<file path="config.mk">
export PLATFORM = sky130hd
export DESIGN_NAME = sfw_flash_writer
export DESIGN_NICKNAME = d
export VERILOG_FILES = /design/src/rtl/sfw_pkg.sv /design/src/rtl/sfw_uart_rx.sv /design/src/rtl/sfw_uart_tx.sv /design/src/rtl/sfw_flash_writer.sv
export SDC_FILE = /design/constraint.sdc
export NUM_CORES = 1
export LEC_CHECK = 0
export CORE_MARGIN = 4
export CORE_UTILIZATION = 65
export CTS_BUF_LIST = sky130_fd_sc_hd__clkbuf_16
export CTS_CLUSTER_DIAMETER = 30
export DETAILED_ROUTE_END_ITERATION = 8
export DONT_BUFFER_PORTS = 1
export PLACE_DENSITY = 0.81
export SLEW_MARGIN = 20
export SYNTH_ARGS = -nofsm -noshare
export SYNTH_HDL_FRONTEND = slang
export SYNTH_SLANG_ARGS = --single-unit
</file>
<file path="constraint.sdc">
create_clock -name mclk -period 5.8 [get_ports mclk]
set_input_delay 0.29 -clock mclk [delete_from_list [all_inputs] [get_ports mclk]]
set_output_delay 0.29 -clock mclk [all_outputs]
set_load 0.1 [all_outputs]
</file>
<file path="src/rtl/sfw_pkg.sv">
package sfw_pkg;

	// ----------------------------------------------------------------
	// link timing
	// ----------------------------------------------------------------
	localparam int CLK_HZ = 40_000_000;
	localparam int INIT_BPS = 9600;
	localparam int BIT_CYCLES_INIT = CLK_HZ / INIT_BPS;
	localparam int CW = 16;

	// ----------------------------------------------------------------
	// protocol bytes
	// ----------------------------------------------------------------
	localparam logic [7:0] SYNC_BYTE = 8'h5a;
	localparam logic [7:0] BAUD_INIT_CODE = 8'h28;
	localparam logic [7:0] CMD_WRITE = 8'h30;
	localparam logic [7:0] ERR_LEAD_A = 8'ha1;
	localparam logic [7:0] ERR_LEAD_B = 8'ha3;
	localparam logic [7:0] ERR_BAUD = 8'h62;
	localparam logic [7:0] ERR_CMD = 8'h63;
	localparam logic [3:0] ERR_LAST = 4'h8;
	localparam logic [3:0] ERR_A_END = 4'h3;
	localparam logic [3:0] ERR_B_END = 4'h6;
	localparam logic [7:0] REC_MARK = 8'h3a;
	localparam logic [7:0] REC_DATA = 8'h00;
	localparam logic [7:0] REC_END = 8'h01;
	localparam logic [7:0] ERASED = 8'hff;

	// ----------------------------------------------------------------
	// blank area
	// ----------------------------------------------------------------
	localparam logic [15:0] BLANK_BASE = 16'hffe0;
	localparam logic [4:0] BLANK_LAST = 5'h1f;
	localparam logic [1:0] ADDR_LAST = 2'h3;

	// ----------------------------------------------------------------
	// state codes
	// ----------------------------------------------------------------
	typedef enum logic [1:0] {
		SFW_U_IDLE = 2'b00,
		SFW_U_START = 2'b01,
		SFW_U_DATA = 2'b10,
		SFW_U_STOP = 2'b11
	} sfw_uart_st_type;

	typedef enum logic [4:0] {
		SFW_SYNC = 5'b00000,
		SFW_SEND = 5'b00001,
		SFW_BAUD = 5'b00010,
		SFW_CMD = 5'b00011,
		SFW_ADDR = 5'b00100,
		SFW_PROT = 5'b00101,
		SFW_BLANK_RD = 5'b00110,
		SFW_MEM_WAIT = 5'b00111,
		SFW_BLANK_CHK = 5'b01000,
		SFW_CNT_CHK = 5'b01001,
		SFW_PW_RX = 5'b01010,
		SFW_PW_CHK = 5'b01011,
		SFW_H_MARK = 5'b01100,
		SFW_H_LEN = 5'b01101,
		SFW_H_AH = 5'b01110,
		SFW_H_AL = 5'b01111,
		SFW_H_TYPE = 5'b10000,
		SFW_H_DATA = 5'b10001,
		SFW_H_SUM = 5'b10010,
		SFW_SUM_LO = 5'b10011,
		SFW_ERR = 5'b10100,
		SFW_HALT = 5'b10101
	} sfw_st_type;

endpackage : sfw_pkg

</file>
<file path="src/rtl/sfw_uart_rx.sv">
`timescale 1ns/10ps
module sfw_uart_rx #(
	parameter int CW = 16
) (
	input wire logic mclk,
	input wire logic arst_n,
	input wire logic rxd_s,
	input wire logic [CW-1:0] bit_cycles,
	output logic [7:0] data,
	output logic valid,
	output logic ferr
);
	import sfw_pkg::*;

	typedef struct packed {
		sfw_uart_st_type st;
		logic [CW-1:0] cnt;
		logic [2:0] bits;
		logic [7:0] sh;
		logic valid;
		logic ferr;
	} sfw_rx_type;

	sfw_rx_type r_q, r_d;

	always_comb begin
		r_d = r_q;
		r_d.valid = 1'b0;
		r_d.ferr = 1'b0;
		unique case (r_q.st)
			SFW_U_IDLE: begin
				if (!rxd_s) begin
					r_d.st = SFW_U_START;
					r_d.cnt = bit_cycles >> 1;
				end
			end
			SFW_U_START: begin
				if (r_q.cnt != '0) begin
					r_d.cnt = r_q.cnt - 1'b1;
				end else if (rxd_s) begin
					// glitch, not a start bit
					r_d.st = SFW_U_IDLE;
				end else begin
					r_d.st = SFW_U_DATA;
					r_d.cnt = bit_cycles - 1'b1;
					r_d.bits = '0;
				end
			end
			SFW_U_DATA: begin
				if (r_q.cnt != '0) begin
					r_d.cnt = r_q.cnt - 1'b1;
				end else begin
					r_d.sh = {rxd_s, r_q.sh[7:1]};
					r_d.cnt = bit_cycles - 1'b1;
					r_d.bits = r_q.bits + 1'b1;
					if (r_q.bits == 3'h7) begin
						r_d.st = SFW_U_STOP;
					end
				end
			end
			SFW_U_STOP: begin
				if (r_q.cnt != '0) begin
					r_d.cnt = r_q.cnt - 1'b1;
				end else begin
					r_d.st = SFW_U_IDLE;
					r_d.valid = rxd_s;
					r_d.ferr = ~rxd_s;
				end
			end
		endcase
	end

	always_ff @(posedge mclk or negedge arst_n) begin
		if (!arst_n) begin
			r_q <= '0;
		end else begin
			r_q <= r_d;
		end
	end

	assign data = r_q.sh;
	assign valid = r_q.valid;
	assign ferr = r_q.ferr;

endmodule : sfw_uart_rx

</file>
<file path="src/rtl/sfw_uart_tx.sv">
`timescale 1ns/10ps
module sfw_uart_tx #(
	parameter int CW = 16
) (
	input wire logic mclk,
	input wire logic arst_n,
	input wire logic start,
	input wire logic [7:0] byte_in,
	input wire logic [CW-1:0] bit_cycles,
	output logic txd,
	output logic done
);
	import sfw_pkg::*;

	typedef struct packed {
		sfw_uart_st_type st;
		logic [CW-1:0] cnt;
		logic [2:0] bits;
		logic [7:0] sh;
		logic line;
		logic done;
	} sfw_tx_type;

	sfw_tx_type t_q, t_d;

	always_comb begin
		t_d = t_q;
		t_d.done = 1'b0;
		unique case (t_q.st)
			SFW_U_IDLE: begin
				t_d.line = 1'b1;
				if (start) begin
					t_d.st = SFW_U_START;
					t_d.sh = byte_in;
					t_d.line = 1'b0;
					t_d.cnt = bit_cycles - 1'b1;
				end
			end
			SFW_U_START, SFW_U_DATA: begin
				if (t_q.cnt != '0) begin
					t_d.cnt = t_q.cnt - 1'b1;
				end else begin
					t_d.cnt = bit_cycles - 1'b1;
					t_d.line = t_q.sh[0];
					t_d.sh = {1'b1, t_q.sh[7:1]};
					if (t_q.st == SFW_U_START) begin
						t_d.st = SFW_U_DATA;
						t_d.bits = '0;
					end else begin
						t_d.bits = t_q.bits + 1'b1;
						if (t_q.bits == 3'h7) begin
							t_d.st = SFW_U_STOP;
							t_d.line = 1'b1;
						end
					end
				end
			end
			SFW_U_STOP: begin
				// done only once the stop bit has fully gone out
				if (t_q.cnt != '0) begin
					t_d.cnt = t_q.cnt - 1'b1;
				end else begin
					t_d.st = SFW_U_IDLE;
					t_d.done = 1'b1;
				end
			end
		endcase
	end

	always_ff @(posedge mclk or negedge arst_n) begin
		if (!arst_n) begin
			t_q <= '{st: SFW_U_IDLE, line: 1'b1, default: '0};
		end else begin
			t_q <= t_d;
		end
	end

	assign txd = t_q.line;
	assign done = t_q.done;

endmodule : sfw_uart_tx

</file>
<file path="src/rtl/sfw_flash_writer.sv">
`timescale 1ns/10ps
module sfw_flash_writer #(
	parameter int BIT_CYCLES_INIT = sfw_pkg::BIT_CYCLES_INIT,
	parameter logic [7:0] ALT_CODE = 8'h18,
	parameter int ALT_BIT_CYCLES = sfw_pkg::BIT_CYCLES_INIT / 2
) (
	input wire logic mclk,
	input wire logic arst_n,
	input wire logic rxd,
	output logic txd,
	input wire logic read_protect,
	output logic mem_rd_en_q,
	output logic [15:0] mem_rd_addr_q,
	input wire logic [7:0] mem_rd_data,
	output logic prog_valid_q,
	output logic [15:0] prog_addr_q,
	output logic [7:0] prog_data_q,
	output logic halted_q
);
	import sfw_pkg::*;

	// ----------------------------------------------------------------
	// state
	// ----------------------------------------------------------------
	typedef struct packed {
		logic [1:0] sync;
		sfw_st_type st;
		sfw_st_type ret;
		logic tx_start;
		logic [7:0] tx_byte;
		logic [CW-1:0] div;
		logic [CW-1:0] new_div;
		logic [3:0] err_cnt;
		logic [7:0] err_code;
		logic [1:0] idx;
		logic [15:0] cnt_addr;
		logic [15:0] pw_addr;
		logic blank;
		logic [4:0] blank_i;
		logic [7:0] pw_n;
		logic [7:0] pw_i;
		logic [7:0] hold;
		logic [7:0] rec_len;
		logic [15:0] rec_addr;
		logic [7:0] rec_type;
		logic [7:0] rec_sum;
		logic [15:0] sum;
		logic mem_en;
		logic [15:0] mem_addr;
		logic prog_v;
		logic [15:0] prog_a;
		logic [7:0] prog_d;
		logic halted;
	} sfw_top_type;

	sfw_top_type s_q, s_d;

	logic [7:0] rx_data;
	logic rx_valid;
	logic rx_ferr;
	logic tx_done;

	// ----------------------------------------------------------------
	// helpers
	// ----------------------------------------------------------------
	function automatic sfw_top_type send(input sfw_top_type s,
		input logic [7:0] b, input sfw_st_type ret);
		sfw_top_type o;
		o = s;
		o.tx_start = 1'b1;
		o.tx_byte = b;
		o.ret = ret;
		o.st = SFW_SEND;
		return o;
	endfunction : send

	function automatic sfw_top_type fail(input sfw_top_type s,
		input logic [7:0] code);
		sfw_top_type o;
		o = s;
		o.err_code = code;
		o.err_cnt = '0;
		o.st = SFW_ERR;
		return o;
	endfunction : fail

	function automatic sfw_top_type mem_read(input sfw_top_type s,
		input logic [15:0] a, input sfw_st_type ret);
		sfw_top_type o;
		o = s;
		o.mem_en = 1'b1;
		o.mem_addr = a;
		o.ret = ret;
		o.st = SFW_MEM_WAIT;
		return o;
	endfunction : mem_read

	// ----------------------------------------------------------------
	// serial link
	// ----------------------------------------------------------------
	sfw_uart_rx #(.CW(CW)) u_rx (
		.mclk(mclk),
		.arst_n(arst_n),
		.rxd_s(s_q.sync[1]),
		.bit_cycles(s_q.div),
		.data(rx_data),
		.valid(rx_valid),
		.ferr(rx_ferr)
	);

	sfw_uart_tx #(.CW(CW)) u_tx (
		.mclk(mclk),
		.arst_n(arst_n),
		.start(s_q.tx_start),
		.byte_in(s_q.tx_byte),
		.bit_cycles(s_q.div),
		.txd(txd),
		.done(tx_done)
	);

	// ----------------------------------------------------------------
	// sequencer
	// ----------------------------------------------------------------
	always_comb begin
		s_d = s_q;
		s_d.sync = {s_q.sync[0], rxd};
		s_d.tx_start = 1'b0;
		s_d.prog_v = 1'b0;
		// a framing fault past the sync stage halts silently, except while sending or in the error sequence
		if (rx_ferr && s_q.st != SFW_SYNC && s_q.st != SFW_HALT &&
			s_q.st != SFW_ERR && s_q.st != SFW_SEND) begin
			s_d.st = SFW_HALT;
		end else begin
			unique case (s_q.st)
				SFW_SYNC: begin
					// wrong byte or framing fault: keep listening
					if (rx_valid && rx_data == SYNC_BYTE) begin
						s_d = send(s_d, SYNC_BYTE, SFW_BAUD);
					end
				end
				SFW_SEND: begin
					if (tx_done) begin
						// rate switch waits for the echo's stop bit
						s_d.div = s_q.new_div;
						s_d.st = s_q.ret;
					end
				end
				SFW_BAUD: begin
					if (rx_valid) begin
						if (rx_data == BAUD_INIT_CODE) begin
							s_d.new_div = CW'(BIT_CYCLES_INIT);
							s_d = send(s_d, rx_data, SFW_CMD);
						end else if (rx_data == ALT_CODE) begin
							s_d.new_div = CW'(ALT_BIT_CYCLES);
							s_d = send(s_d, rx_data, SFW_CMD);
						end else begin
							s_d = fail(s_d, ERR_BAUD);
						end
					end
				end
				SFW_CMD: begin
					if (rx_valid) begin
						if (rx_data == CMD_WRITE) begin
							s_d.idx = '0;
							s_d = send(s_d, CMD_WRITE, SFW_ADDR);
						end else begin
							s_d = fail(s_d, ERR_CMD);
						end
					end
				end
				SFW_ADDR: begin
					// four silent bytes: count address then start address
					if (rx_valid) begin
						unique case (s_q.idx)
							2'h0: s_d.cnt_addr[15:8] = rx_data;
							2'h1: s_d.cnt_addr[7:0] = rx_data;
							2'h2: s_d.pw_addr[15:8] = rx_data;
							2'h3: s_d.pw_addr[7:0] = rx_data;
						endcase
						s_d.idx = s_q.idx + 1'b1;
						if (s_q.idx == ADDR_LAST) begin
							s_d.st = SFW_PROT;
						end
					end
				end
				SFW_PROT: begin
					if (read_protect) begin
						s_d.st = SFW_HALT;
					end else begin
						s_d.blank = 1'b1;
						s_d.blank_i = '0;
						s_d.st = SFW_BLANK_RD;
					end
				end
				SFW_BLANK_RD: begin
					s_d = mem_read(s_d, BLANK_BASE + 16'(s_q.blank_i),
						SFW_BLANK_CHK);
				end
				SFW_MEM_WAIT: begin
					s_d.mem_en = 1'b0;
					s_d.st = s_q.ret;
				end
				SFW_BLANK_CHK: begin
					if (mem_rd_data != ERASED) begin
						s_d.blank = 1'b0;
					end
					s_d.blank_i = s_q.blank_i + 1'b1;
					if (s_q.blank_i != BLANK_LAST) begin
						s_d.st = SFW_BLANK_RD;
					end else if (s_q.blank && mem_rd_data == ERASED) begin
						s_d.sum = '0;
						s_d.st = SFW_H_MARK;
					end else begin
						s_d = mem_read(s_d, s_q.cnt_addr, SFW_CNT_CHK);
					end
				end
				SFW_CNT_CHK: begin
					s_d.pw_n = mem_rd_data;
					s_d.pw_i = '0;
					s_d.sum = '0;
					s_d.st = (mem_rd_data == '0) ? SFW_H_MARK : SFW_PW_RX;
				end
				SFW_PW_RX: begin
					if (rx_valid) begin
						s_d.hold = rx_data;
						s_d = mem_read(s_d, s_q.pw_addr + 16'(s_q.pw_i),
							SFW_PW_CHK);
					end
				end
				SFW_PW_CHK: begin
					s_d.pw_i = s_q.pw_i + 1'b1;
					if (mem_rd_data != s_q.hold) begin
						s_d.st = SFW_HALT;
					end else if (s_q.pw_i + 1'b1 == s_q.pw_n) begin
						s_d.st = SFW_H_MARK;
					end else begin
						s_d.st = SFW_PW_RX;
					end
				end
				SFW_H_MARK: begin
					if (rx_valid && rx_data == REC_MARK) begin
						s_d.st = SFW_H_LEN;
					end
				end
				SFW_H_LEN: begin
					if (rx_valid) begin
						s_d.rec_len = rx_data;
						s_d.rec_sum = rx_data;
						s_d.st = SFW_H_AH;
					end
				end
				SFW_H_AH: begin
					if (rx_valid) begin
						s_d.rec_addr[15:8] = rx_data;
						s_d.rec_sum = s_q.rec_sum + rx_data;
						s_d.st = SFW_H_AL;
					end
				end
				SFW_H_AL: begin
					if (rx_valid) begin
						s_d.rec_addr[7:0] = rx_data;
						s_d.rec_sum = s_q.rec_sum + rx_data;
						s_d.st = SFW_H_TYPE;
					end
				end
				SFW_H_TYPE: begin
					if (rx_valid) begin
						s_d.rec_type = rx_data;
						s_d.rec_sum = s_q.rec_sum + rx_data;
						if (rx_data == REC_DATA && s_q.rec_len != '0) begin
							s_d.st = SFW_H_DATA;
						end else if (rx_data == REC_DATA ||
							(rx_data == REC_END && s_q.rec_len == '0)) begin
							s_d.st = SFW_H_SUM;
						end else begin
							s_d.st = SFW_HALT;
						end
					end
				end
				SFW_H_DATA: begin
					if (rx_valid) begin
						s_d.prog_v = 1'b1;
						s_d.prog_a = s_q.rec_addr;
						s_d.prog_d = rx_data;
						s_d.rec_addr = s_q.rec_addr + 1'b1;
						s_d.rec_sum = s_q.rec_sum + rx_data;
						s_d.sum = s_q.sum + 16'(rx_data);
						s_d.rec_len = s_q.rec_len - 1'b1;
						if (s_q.rec_len == 8'h01) begin
							s_d.st = SFW_H_SUM;
						end
					end
				end
				SFW_H_SUM: begin
					if (rx_valid) begin
						if (8'(s_q.rec_sum + rx_data) != '0) begin
							s_d.st = SFW_HALT;
						end else if (s_q.rec_type == REC_END) begin
							s_d = send(s_d, s_q.sum[15:8], SFW_SUM_LO);
						end else begin
							s_d.st = SFW_H_MARK;
						end
					end
				end
				SFW_SUM_LO: begin
					s_d = send(s_d, s_q.sum[7:0], SFW_CMD);
				end
				SFW_ERR: begin
					// three leads of each kind, then three of the cause
					s_d.err_cnt = s_q.err_cnt + 1'b1;
					s_d = send(s_d,
						(s_q.err_cnt < ERR_A_END) ? ERR_LEAD_A :
						(s_q.err_cnt < ERR_B_END) ? ERR_LEAD_B :
						s_q.err_code,
						(s_q.err_cnt == ERR_LAST) ? SFW_HALT : SFW_ERR);
				end
				SFW_HALT: begin
					// no way out but reset
					s_d.halted = 1'b1;
				end
				default: begin
					s_d.st = SFW_HALT;
				end
			endcase
		end
	end

	always_ff @(posedge mclk or negedge arst_n) begin
		if (!arst_n) begin
			s_q <= '{sync: 2'b11, st: SFW_SYNC, ret: SFW_SYNC,
				div: CW'(BIT_CYCLES_INIT), new_div: CW'(BIT_CYCLES_INIT),
				default: '0};
		end else begin
			s_q <= s_d;
		end
	end

	assign mem_rd_en_q = s_q.mem_en;
	assign mem_rd_addr_q = s_q.mem_addr;
	assign prog_valid_q = s_q.prog_v;
	assign prog_addr_q = s_q.prog_a;
	assign prog_data_q = s_q.prog_d;
	assign halted_q = s_q.halted;

endmodule : sfw_flash_writer

</file>
# [Word-level counts from Yosys, hierarchy flattened]
# Cells that the tools add are included.
[classes] eq_ne=101 magnitude_cmp=2 bitwise_logic=12 n_addsub=15 mux=104 reduce_logical=77
[op_table] operator="$mux W226" count=8
[op_table] operator="$mux W221" count=3
[op_table] operator="$pmux W8 S8" count=4
[op_table] operator="$pmux W34 S7" count=1
[op_table] operator="$pmux W16 S7" count=2
[op_table] operator="$mux W216" count=1
[op_table] operator="$pmux W28 S7" count=1
[op_table] operator="$pmux W25 S7" count=1
[op_table] operator="$mux W162" count=1
[op_table] operator="$mux W16" count=8
[op_table] operator="$pmux W16 S8" count=1
[op_table] operator="$pmux W14 S9" count=1
[op_table] operator="$pmux W8 S7" count=2
[op_table] operator="$pmux W5 S21" count=1
[op_table] operator="$reduce_and A10 Y1" count=10
[op_table] operator="$pmux W8 S10" count=1
[op_table] operator="$mux W5" count=15
[op_table] operator="$pmux W18 S4" count=1
[op_table] operator="$mux W8" count=8
[op_table] operator="$pmux W18 S3" count=1
[op_table] operator="$mux W24" count=2
[op_table] operator="$pmux W8 S6" count=1
[op_table] operator="$sub A16 B1 Y16 const B" count=3
[op_table] operator="$reduce_and A9 Y1" count=5
[op_table] operator="77 further kinds" count=229
[totals] inputBits=12 register_bits=290 word_cells=354

# [Depth between registers and ports, before layout]
# Gate-level depths: netlist of run 1.
[logic_depth] word_depth=8 ltp_mapped=11

# [Hierarchy]
# Synthesis of run 1 repeated with hierarchy kept, for this count alone.
[unflattened] cells_unflattened=1810 area_unflattened_um2=15886.5
[modules_own_cells] mod="sfw_flash_writer" cells_each=1288 area_each_um2=11526.1 n_inst=1 seq_area_each_um2=4912.2
[modules_own_cells] mod="sfw_uart_rx" cells_each=281 area_each_um2=2243.4 n_inst=1 seq_area_each_um2=775.7
[modules_own_cells] mod="sfw_uart_tx" cells_each=241 area_each_um2=2117.0 n_inst=1 seq_area_each_um2=777.0

# [Worst setup path after synthesis of run 1]
# Ideal clock, no wire load.
[synth_timing] kind="register -> register" from="reg u_rx.r_q (netlist bit u_rx.data[0])" to="reg s_q[207] (netlist bit)" path_stages_with_launch=11 n_path_buf=1 setup_slack_ns=2.801 required_ns=5.675 arrival_ns=2.874 setup_ns=0.125 path_cell_list="dfrtp_1 > ha_1 > fa_1 > a211o_1 > o21ai_0 > xnor2_1 > a2111o_1 > o31ai_4 > and3_1 > buf_6 > mux2_4"
[synth_between] elab_chain_len=4
[synth_lines] element="start, declared" line="sfw_uart_rx.sv:24" rtl="sfw_rx_type r_q, r_d;"
[synth_lines] element="start signal, assigned" line="sfw_uart_rx.sv:77" rtl="r_q <= r_d;"
[synth_lines] element="$add A8 B8 Y8 (tied with other cells)" line="sfw_flash_writer.sv:296" rtl="if (8'(s_q.rec_sum + rx_data) != '0) begin"
[synth_lines] element="$reduce_bool A8 Y1 (tied with other cells)" line="sfw_flash_writer.sv:296"
[synth_lines] element="$ne A2 B2 Y1 (no line) / $mux W226 (equally long branches)"
[synth_lines] element="$reduce_and A13 Y1 (no line) / $pmux W14 S9 (equally long branches)"
[synth_lines] element="end signal, assigned" line="sfw_flash_writer.sv:330" rtl="s_q <= '{sync: 2'b11, st: SFW_SYNC, ret: SFW_SYNC,"
[synth_lines] element="end, declared" line="sfw_flash_writer.sv:56" rtl="sfw_top_type s_q, s_d;"
# Parallel ways exist; a longest one is shown, timed or not. The select of a mux whose other input is x is not followed.
# A chain may end at the register's enable or synchronous reset.

# [Final worst setup path of run 1]
[layout_timing] from="reg u_rx.r_q (netlist bit u_rx.data[0])" to="reg s_q[208] (netlist bit)"
[layout_between] elab_chain_len=4
[layout_lines] element="$add A8 B8 Y8 (tied with other cells)" line="sfw_flash_writer.sv:296"
[layout_lines] element="$reduce_bool A8 Y1 (tied with other cells)" line="sfw_flash_writer.sv:296"
[layout_lines] element="$ne A2 B2 Y1 (no line) / $mux W226 (equally long branches)"
[layout_lines] element="$reduce_and A13 Y1 (no line) / $pmux W14 S9 (equally long branches)"
# Parallel ways exist; a longest one is shown, timed or not. The select of a mux whose other input is x is not followed.

==> impl_metrics.csv, run 1 <==
group,metric,value,unit
clock_tree,cts_resized,0,
sta,max_slew_margin,0.284,
setup_path,rr_startpoint,"u_rx.data[0]$_DFFE_PN0P_",
clock_tree,htreeDepth,2,
power,vdd_ir_drop_max,0.284,mV
cells_and_area,multi_input_area,7980,sq um
setup_path,critPathBufInv,0,
detailed_routing,wire_per_inst,19.9,microns
detailed_routing,drc,0,
place,dp_hpwl,26300,microns
job,cap_violations,0,
die,core.rowCount,55,
clock_tree,cts.sinks,258,
logic_synthesis,ys_ff_latch,258,
sta,worst_slew_pin_slew,1.07,ns
cells_and_area,register_area,6460,sq um
setup_path,worst_ep_required_time,6.24,ns
place,port_buffers,0,
setup_path,rr_endpoint,"s_q[208]$_DFFE_PN0P_",
clock_tree,clk_pin_slew,0.05,ns
sta,rsz0062_at_grt,"false",
power,power.share.sequential,0.360,
sta,setup_viol,0,
logic_synthesis,synth_area,15300,sq um
clock_tree,ctsLongestPathBuffers,3,
grt,grtUsageTotal,0.310,
detailed_routing,dr.pass1.iters,6,
cells_and_area,final_cells,2016,
die,initial_utilization,0.668,
logic_synthesis,synth_cells,1706,
sta,skew,0.0265,ns
cells_and_area,syn_to_final_growth,11.8,%
setup_path,reg2regPathDepth,9,
setup_path,path_cells,"ha_1, fa_1, a211o_1, o21ai_0, xnor2_1, a2111o_1, o31ai_4, and3_1, mux2_4",
clock_tree,cts_tree,"built",
setup_path,cp.arrival,4.40,ns
die,pin_count,56,
sta,final-max-slew-violation-count,0,
sta,hold_viol,258,
setup_path,critPathKind,"reg -> reg",
die,die-height,161,microns
detailed_routing,viasPerCell,6.51,
grt,overflow,0,
cells_and_area,fillCellCount,1616,
setup_path,critPathLaunchType,"flip-flop",
power,power_switching,1.28,mW
die,core-area,22800,sq um
setup_path,cp_slowest_cell,"dfrtp_1",
power,p_comb_frac,0.060,
logic_synthesis,syn-num-nets,1768,
clock_tree,post-cts-setup-buffers,0,
setup_path,crit_family,"compound AO/OA/AOI/OAI gates",
clock_tree,insertion_delay,0.57,ns
sta,finalCritPeriodShare,0.683,
power,p_leak,7.81,nW
logic_synthesis,synth-main-ff-cell,"dfrtp_1",
detailed_routing,drtAntennaViolNets,0,
grt,grt_pass1_wl,66800,microns
logic_synthesis,yosysWarningCount,0,
clock_tree,ctsRootBufferMaster,"clkbuf_16",
sta,min_period,3.96,ns
setup_path,critPathMaxFanout,16,
sta,tns,0,ns
clock_tree,cts_made_buffers,54,
outcome,outcome,"complete, but fails checks",
logic_synthesis,synth.yosys.seq_area_share,0.424,
logic_synthesis,synth_edf_count,0,
grt,grt_start_max_net_pins,259,
cells_and_area,nets,1720,
cells_and_area,layout-drive-gt1-share,0.120,
die,fp.dieW,161,microns
setup_path,crit_end,"s_q[208]$_DFFE_PN0P_",
grt,antenna_found_initial,0,
power,pwr-share-clk,0.580,
outcome,violations,"negative hold slack",
place,place_congestion,1.00,
detailed_routing,vias,13100,
setup_path,cp-startpoint,"u_rx.data[0]$_DFFE_PN0P_",
setup_path,r2r_setup_slack,1.84,ns
power,power_switching_share,0.236,
power,power.density,318,nW/um^2
die,dieArea,26000,sq um
logic_synthesis,async_flop_share,1.00,
grt,grt_pass1_vias,12800,
setup_path,critical_path_depth,9,
logic_synthesis,ys_types,87,
clock_tree,hold_buffers,9,
cells_and_area,num_antenna_cells,0,
detailed_routing,wl,40200,microns
sta,fmax,252,MHz
setup_path,cp-end-kind,"flip-flop",
place,dp.cells,1906,
min_path,hold_class,"in -> async",
setup_path,slowest_delay,0.65,ns
power,p_int,4.14,mW
detailed_routing,drtIter0Drc,1446,
sta,hold_ws,-0.572,ns
logic_synthesis,postSynthAreaPerCell,8.95,sq um
==> cell families after synthesis <==
logic type	Yosys count	synth area share
adder cells (fa/ha/maj)	51	0.0431
buffers and inverters	174	0.0545
flip-flops	258	0.424
XOR/XNOR	49	0.0281
AND/OR/NAND/NOR	645	0.201
AO/OA/AOI/OAI	440	0.184
multiplexers	89	0.0650
==> flip-flops by register name (all words and copies together) (netlist names), 8 cells and up <==
register,cells
s_q,153
u_tx.t_q,29
u_rx.r_q,21
mem_rd_addr_q,16
prog_addr_q,16
prog_data_q,8
u_rx.data,8
==> cells in the mapped netlist (all sizes together), types with 19 or more instances <==
| library cell | count | area (sq um) |
|---|---|---|
| a21oi | 105 | 526 |
| and3 | 29 | 181 |
| buf | 65 | 423 |
| clkbuf | 61 | 229 |
| dfrtp | 251 | 6280 |
| ha | 47 | 588 |
| inv | 46 | 173 |
| mux2 | 69 | 792 |
| mux2i | 20 | 200 |
| nand2 | 218 | 818 |
| nand2b | 22 | 138 |
| nand3 | 42 | 210 |
| nand4 | 21 | 131 |
| nor2 | 159 | 602 |
| nor2b | 19 | 119 |
| nor3 | 48 | 245 |
| nor4 | 22 | 144 |
| o21ai | 141 | 706 |
| xnor2 | 27 | 236 |
| xor2 | 22 | 193 |
==> per-stage QoR <==
step / power [mW] / cell area [sq um] / setup slack (ns) / util / hold WS (ns)
after floorplan: 2.22 / 15300 / 2.80 / - / -0.00559
after global placement: 2.27 / 15100 / 2.07 / 0.661 / 0.00453
after detailed placement: 2.29 / 15100 / 1.90 / 0.661 / 0.00574
after CTS: 5.44 / 17100 / 1.87 / 0.747 / -0.579
after global routing: 5.59 / 17100 / 1.72 / 0.747 / -0.580
final: 5.42 / 17100 / 1.84 / 0.747 / -0.572
==> per-layer routing <==
metal | global-route usage | share of wire
met3 | 0.0625 | 0.088
met1 | 0.441 | 0.43
met2 | 0.484 | 0.45
met5 | 0 | 0
met4 | 0.102 | 0.032
==> area by class of cell <==
cell class / instances / area share
inverter: 48 / 0.0106
sequential: 258 / 0.379
tap: 313 / 0.0229
clock inverter: 47 / 0.0303
clock buffer: 54 / 0.0792
multi-input combinational: 1274 / 0.467
timing repair buffer: 22 / 0.0110
==> how the worst min path moves through the flow <==
| stage | cells past startpoint | slack, ns | endpoint |
|---|---|---|---|
| 6_report | 0 | -0.57 | mem_rd_addr_q[12]$_DFFE_PN0P_ |
| 5_1_grt | 0 | -0.58 | mem_rd_addr_q[13]$_DFFE_PN0P_ |
| 4_1_cts | 0 | -0.58 | prog_addr_q[14]$_DFFE_PN0P_ |
| 3_5_place_dp | 0 | 0.006 | mem_rd_addr_q[14]$_DFFE_PN0P_ |
| 3_3_place_gp | 0 | 0.005 | mem_rd_addr_q[14]$_DFFE_PN0P_ |
| 2_1_floorplan | 0 | -0.006 | halted_q$_DFFE_PN0P_ |
==> placed cells by master, fill, tap and decap left out, drive strengths merged, types with 10 or more instances in the layout <==
master	instances
nand2b	22
inv	54
o22a	12
nor4	22
o21ai	141
a21o	18
nor3	48
o22ai	14
clkbuf	54
a22oi	12
xor2	22
or2	10
buf	13
or4	11
nand2	218
o31ai	10
nor2b	19
dfrtp	251
ha	47
nor2	159
a221oi	15
mux2i	20
mux2	69
a211oi	11
nand3	42
clkinvlp	10
bufinv	10
nand4	21
a31oi	18
xnor2	27
clkinv	21
a21oi	105
and3	29
==> power groups by stage <==
stage          registers, mW  clock network [mW]  logic (mW)
2_1_floorplan           1.94                   0       0.284
3_3_place_gp            1.97                   0       0.303
3_5_place_dp            1.97                   0       0.316
4_1_cts                 1.95                3.17       0.323
5_1_grt                 1.96                3.27       0.363
6_report                1.95                3.15       0.326
(Power assumes the default switching activity.)
==> inputs of run 2 (changes only) <==
--- a/config.mk
+++ b/config.mk
@@ -6,12 +6,12 @@
 export NUM_CORES = 1
 export LEC_CHECK = 0
 export CORE_MARGIN = 4
-export CORE_UTILIZATION = 65
+export CORE_UTILIZATION = 58
 export CTS_BUF_LIST = sky130_fd_sc_hd__clkbuf_16
 export CTS_CLUSTER_DIAMETER = 30
 export DETAILED_ROUTE_END_ITERATION = 8
 export DONT_BUFFER_PORTS = 1
-export PLACE_DENSITY = 0.81
+export PLACE_DENSITY = 0.76
 export SLEW_MARGIN = 20
 export SYNTH_ARGS = -nofsm -noshare
 export SYNTH_HDL_FRONTEND = slang
==> constraint.sdc (replaced) <==
create_clock -name mclk -period 3.3 [get_ports mclk]
set_input_delay 0.165 -clock mclk [delete_from_list [all_inputs] [get_ports mclk]]
set_output_delay 0.165 -clock mclk [all_outputs]
set_load 0.1 [all_outputs]
==> impl_metrics.csv, run 2 (same netlist as run 1, synthesis figures left out) <==
group,metric,value,unit
job,cap_violations,0,
die,pin_count,56,
clock_tree,hold_buffers,9,
clock_tree,ctsLongestPathBuffers,3,
clock_tree,cts_tree,"built",
sta,tns,0,ns
setup_path,critPathMaxFanout,11,
clock_tree,clk_pin_slew,0.05,ns
setup_path,worst_ep_required_time,3.74,ns
cells_and_area,nets,1763,
power,vdd_ir_drop_max,0.625,mV
cells_and_area,biggestRegsByFlops,"s_q (153), u_tx.t_q (29), u_rx.r_q (21)",
clock_tree,cts.sinks,258,
cells_and_area,num_antenna_cells,0,
sta,finalCritPeriodShare,0.943,
sta,min_period,3.11,ns
cells_and_area,fillCellCount,1996,
detailed_routing,drc,0,
place,dp.cells,1970,
outcome,outcome,"complete, but fails checks",
cells_and_area,layout_common_cells,"dfrtp_1 (251), nand2_1 (218), nor2_1 (156)",
cells_and_area,layout-drive-gt1-share,0.148,
sta,hold_viol,258,
sta,hold_ws,-0.683,ns
cells_and_area,largest_reg_flops,153,
cells_and_area,final_common_cell,"dfrtp_1",
place,port_buffers,0,
detailed_routing,viasPerCell,6.30,
cells_and_area,regMostFlops,"s_q",
place,place_congestion,0.955,
cells_and_area,syn_to_final_growth,14.8,%
grt,antenna_found_initial,0,
sta,max_slew_margin,0.364,
setup_path,critPathLaunchType,"flip-flop",
grt,grtUsageTotal,0.275,
detailed_routing,drtAntennaViolNets,0,
cells_and_area,final_cell_area,17500,sq um
die,fp.dieW,170,microns
cells_and_area,final_cells,2082,
die,dieArea,29000,sq um
detailed_routing,drtIter0Drc,1389,
min_path,hold_class,"in -> async",
setup_path,critPathKind,"reg -> reg",
die,core.rowCount,59,
cells_and_area,fin_util,0.675,
power,p_leak,8.07,nW
clock_tree,cts_made_buffers,54,
detailed_routing,dr.pass1.iters,6,
setup_path,r2r_setup_slack,0.19,ns
grt,overflow,0,
outcome,violations,"negative hold slack",
place,dp_hpwl,27400,microns
sta,fmax,321,MHz
grt,grt_pass1_vias,12700,
power,power.density,556,nW/um^2
setup_path,cp-end-kind,"flip-flop",
detailed_routing,vias,13100,
clock_tree,insertion_delay,0.55,ns
detailed_routing,wl,40100,microns
grt,grt_start_max_net_pins,259,
clock_tree,ctsRootBufferMaster,"clkbuf_16",
clock_tree,htreeDepth,2,
sta,skew,0.0128,ns
die,initial_utilization,0.587,
detailed_routing,wire_per_inst,19.3,microns
sta,setup_viol,0,
place,dpl_cell_area,15500,sq um
setup_path,cp.arrival,3.55,ns
grt,grt_pass1_wl,65600,microns
sta,worst_slew_pin_slew,0.953,ns
die,core-area,26000,sq um
die,die-height,170,microns
sta,final-max-slew-violation-count,0,
[run 2: cell types whose count changed in the layout (fill, tap and decap cells not counted), moves of 2 or more]
cell        before  now
buf_4           13   54
clkinv_1        11    4
clkinv_4         2    8
inv_6            2    8
buf_12           0    2
clkinvlp_4      10    8
inv_1           52   50
[run 2: worst paths after layout]
kind	endpoint	from	depth (start not counted)
max	s_q[217]$_DFFE_PN0P_	s_q[59]$_DFFE_PN0P_	11
min	s_q[155]$_DFFE_PN0P_	arst_n	0
max reg2reg	s_q[217]$_DFFE_PN0P_	s_q[59]$_DFFE_PN0P_	11
min reg2reg	s_q[227]$_DFF_PN1_	s_q[226]$_DFF_PN1_	0
max in group asynchronous	prog_addr_q[13]$_DFFE_PN0P_	arst_n	0
min in group mclk	s_q[128]$_DFFE_PN0P_	mem_rd_data[0]	4
[run 2: per-layer routing]
metal,GRT usage,vias up,part of all wire
li1,-,6113,-
met1,0.376,6351,0.43
met2,0.433,540,0.46
met3,0.0525,114,0.074
met4,0.114,0,0.037
met5,0,-,0
[run 2: stage by stage]
step	power [mW]	setup WS, ns	hold slack (ns)
after CTS	9.80	0.122	-0.701
after floorplan	3.90	0.301	-0.131
final	9.75	0.187	-0.683
after global routing	10.1	-0.00375	-0.704
after detailed placement	4.05	0.0118	-0.120
after global placement	4.02	0.124	-0.120
[run 2: critical path, stage by stage (launching register included)]
cell and delay [ns]:
dfrtp_1 0.39, ha_1 0.24, fa_1 0.41, a211o_1 0.32
a2111oi_2 0.30, nand3b_1 0.17, a2111o_1 0.16, buf_4 0.15
nor4_1 0.05, buf_4 0.19, or3_1 0.35, mux2_2 0.26
[run 2: report_power, final]
group / internal [mW] / switching (mW)
registers: 3.28 / 0.150
logic: 0.276 / 0.322
clock network: 3.85 / 1.87
total: 7.41 / 2.34
[run 2: cell type report]
| class | instances | area [sq um] | area share |
|---|---|---|---|
| clock inverters | 47 | 573 | 0.0327 |
| multi-input cells | 1274 | 7980 | 0.455 |
| well taps | 335 | 419 | 0.0239 |
| flip-flops and latches | 258 | 6460 | 0.369 |
| inverters | 48 | 180 | 0.0103 |
| repair buffers | 65 | 536 | 0.0306 |
| clock buffers | 55 | 1380 | 0.0785 |
[run 2: timing repair]
item,CTS,global route
pin swaps,0,2
hold endpoints to repair,267,258
buffers inserted,0,1
resized for setup,1,3
setup endpoints to repair,1,9
gates cloned,0,0
==> inputs of run 3 (changes only) <==
--- a/config.mk
+++ b/config.mk
@@ -11,6 +11,7 @@
 export CTS_CLUSTER_DIAMETER = 30
 export DETAILED_ROUTE_END_ITERATION = 8
 export DONT_BUFFER_PORTS = 1
+export MAX_ROUTING_LAYER = met4
 export PLACE_DENSITY = 0.76
 export SLEW_MARGIN = 20
 export SYNTH_ARGS = -nofsm -noshare
==> impl_metrics.csv, run 3 (same netlist as run 1, synthesis figures left out) <==
group,metric,value,unit
grt,antenna_found_initial,0,
setup_path,worst_ep_required_time,3.74,ns
place,dp.cells,1977,
detailed_routing,drtIter0Drc,1262,
clock_tree,clk_pin_slew,0.05,ns
grt,overflow,0,
place,dp_hpwl,27600,microns
place,port_buffers,0,
cells_and_area,biggestRegsByFlops,"s_q (153), u_tx.t_q (29), u_rx.r_q (21)",
cells_and_area,num_antenna_cells,0,
detailed_routing,drc,0,
sta,fmax,315,MHz
grt,grt_pass1_vias,12900,
clock_tree,hold_buffers,9,
sta,setup_viol,0,
sta,hold_ws,-0.695,ns
cells_and_area,layout_common_cells,"dfrtp_1 (251), nand2_1 (218), nor2_1 (156)",
power,power.share.sequential,0.353,
sta,rsz0062_at_grt,"false",
cells_and_area,layout-drive-gt1-share,0.148,
power,p_int,7.38,mW
sta,hold_viol,258,
die,pin_count,56,
die,core-area,26000,sq um
power,p_comb_frac,0.063,
place,place_congestion,0.957,
die,core.rowCount,59,
cells_and_area,largest_reg_flops,153,
place,dpl_cell_area,15500,sq um
detailed_routing,vias,13200,
power,p_leak,8.09,nW
cells_and_area,final_common_cell,"dfrtp_1",
outcome,violations,"negative hold slack",
detailed_routing,viasPerCell,6.31,
cells_and_area,final_cell_area,17600,sq um
die,die-height,170,microns
clock_tree,ctsRootBufferMaster,"clkbuf_16",
sta,tns,0,ns
power,power_switching,2.33,mW
cells_and_area,regMostFlops,"s_q",
clock_tree,cts_made_buffers,56,
detailed_routing,wl,40800,microns
clock_tree,htreeDepth,2,
grt,grtUsageTotal,0.290,
cells_and_area,fillCellCount,2051,
sta,finalCritPeriodShare,0.961,
setup_path,cp.arrival,3.61,ns
clock_tree,cts.sinks,258,
setup_path,critPathKind,"reg -> reg",
power,power.density,553,nW/um^2
die,fp.dieW,170,microns
min_path,hold_class,"in -> async",
grt,grt_pass1_wl,67300,microns
clock_tree,cts_tree,"built",
die,dieArea,29000,sq um
sta,skew,0.0283,ns
clock_tree,insertion_delay,0.56,ns
cells_and_area,nets,1771,
cells_and_area,syn_to_final_growth,15.0,%
power,power_switching_share,0.240,
sta,max_slew_margin,0.367,
outcome,outcome,"complete, but fails checks",
setup_path,critPathLaunchType,"flip-flop",
cells_and_area,multi_input_area,7970,sq um
job,cap_violations,0,
detailed_routing,drtAntennaViolNets,0,
sta,worst_slew_pin_slew,0.942,ns
setup_path,critPathMaxFanout,6,
grt,grt_start_max_net_pins,259,
power,vdd_ir_drop_max,0.531,mV
cells_and_area,final_cells,2092,
clock_tree,ctsLongestPathBuffers,3,
power,pwr-share-clk,0.584,
detailed_routing,wire_per_inst,19.5,microns
die,initial_utilization,0.587,
setup_path,cp-end-kind,"flip-flop",
detailed_routing,dr.pass1.iters,5,
cells_and_area,register_area,6460,sq um
sta,final-max-slew-violation-count,0,
sta,min_period,3.17,ns
[run 3: cell types whose count changed in the layout (fill, tap and decap cells not counted), sizes merged]
cell      before  now
buf           56   62
clkinv        18   22
clkbuf        55   58
bufinv        10    8
clkinvlp       8   10
inv           59   56
[run 3: what timing repair did]
item | 4_1_cts | 5_1_grt
setup endpoints to repair | 1 | 8
resized for setup | 1 | 1
hold endpoints to repair | 267 | 258
buffers inserted | 0 | 0
pin swaps | 0 | 1
[run 3: stage by stage]
step | setup WS, ns | util | total power [mW] | hold WS, ns
2_1_floorplan | 0.301 | - | 3.90 | -0.131
3_3_place_gp | 0.0786 | 0.597 | 4.03 | -0.120
3_5_place_dp | 0.00951 | 0.597 | 4.05 | -0.120
4_1_cts | 0.0901 | 0.676 | 9.76 | -0.705
5_1_grt | 0.0207 | 0.676 | 10.1 | -0.717
6_report | 0.129 | 0.676 | 9.71 | -0.695
[run 3: worst paths after layout]
kind	from	slack (ns)	endpoint	cells after the start
max	s_q[59]$_DFFE_PN0P_	0.13	s_q[208]$_DFFE_PN0P_	9
min	arst_n	-0.69	mem_rd_addr_q[10]$_DFFE_PN0P_	0
max reg2reg	s_q[59]$_DFFE_PN0P_	0.13	s_q[208]$_DFFE_PN0P_	9
min reg2reg	s_q[226]$_DFF_PN1_	0.35	s_q[227]$_DFF_PN1_	0
max in group asynchronous	arst_n	3.60	prog_addr_q[12]$_DFFE_PN0P_	0
min in group mclk	mem_rd_data[3]	0.08	s_q[128]$_DFFE_PN0P_	4
[run 3: routing by layer]
metal	wire (microns)	GRT usage
met5	0	-
met4	1180	0.0837
met3	2860	0.0525
met2	18900	0.453
met1	17800	0.393
[run 3: final cells by class]
| class | count | area share |
|---|---|---|
| Multi-Input combinational cell | 1274 | 0.454 |
| Sequential cell | 258 | 0.368 |
| Clock buffer | 58 | 0.0827 |
| Timing Repair Buffer | 71 | 0.0324 |
| Clock inverter | 48 | 0.0286 |
| Tap cell | 335 | 0.0239 |
| Inverter | 48 | 0.0103 |
[run 3: power groups by stage]
stage | Sequential (mW) | Clock [mW] | Combinational, mW
2_1_floorplan | 3.40 | 0 | 0.498
3_3_place_gp | 3.46 | 0 | 0.564
3_5_place_dp | 3.47 | 0 | 0.588
4_1_cts | 3.42 | 5.73 | 0.602
5_1_grt | 3.44 | 5.93 | 0.688
6_report | 3.43 | 5.67 | 0.611
[run 3: critical path, cell delays in order, from the launching register on]
cell	delay, ns
dfrtp_1	0.39
ha_1	0.25
fa_1	0.41
a211o_1	0.31
o21ai_0	0.11
xnor2_1	0.12
a2111o_1	0.50
o31ai_4	0.32
and3_4	0.32
mux2_4	0.31
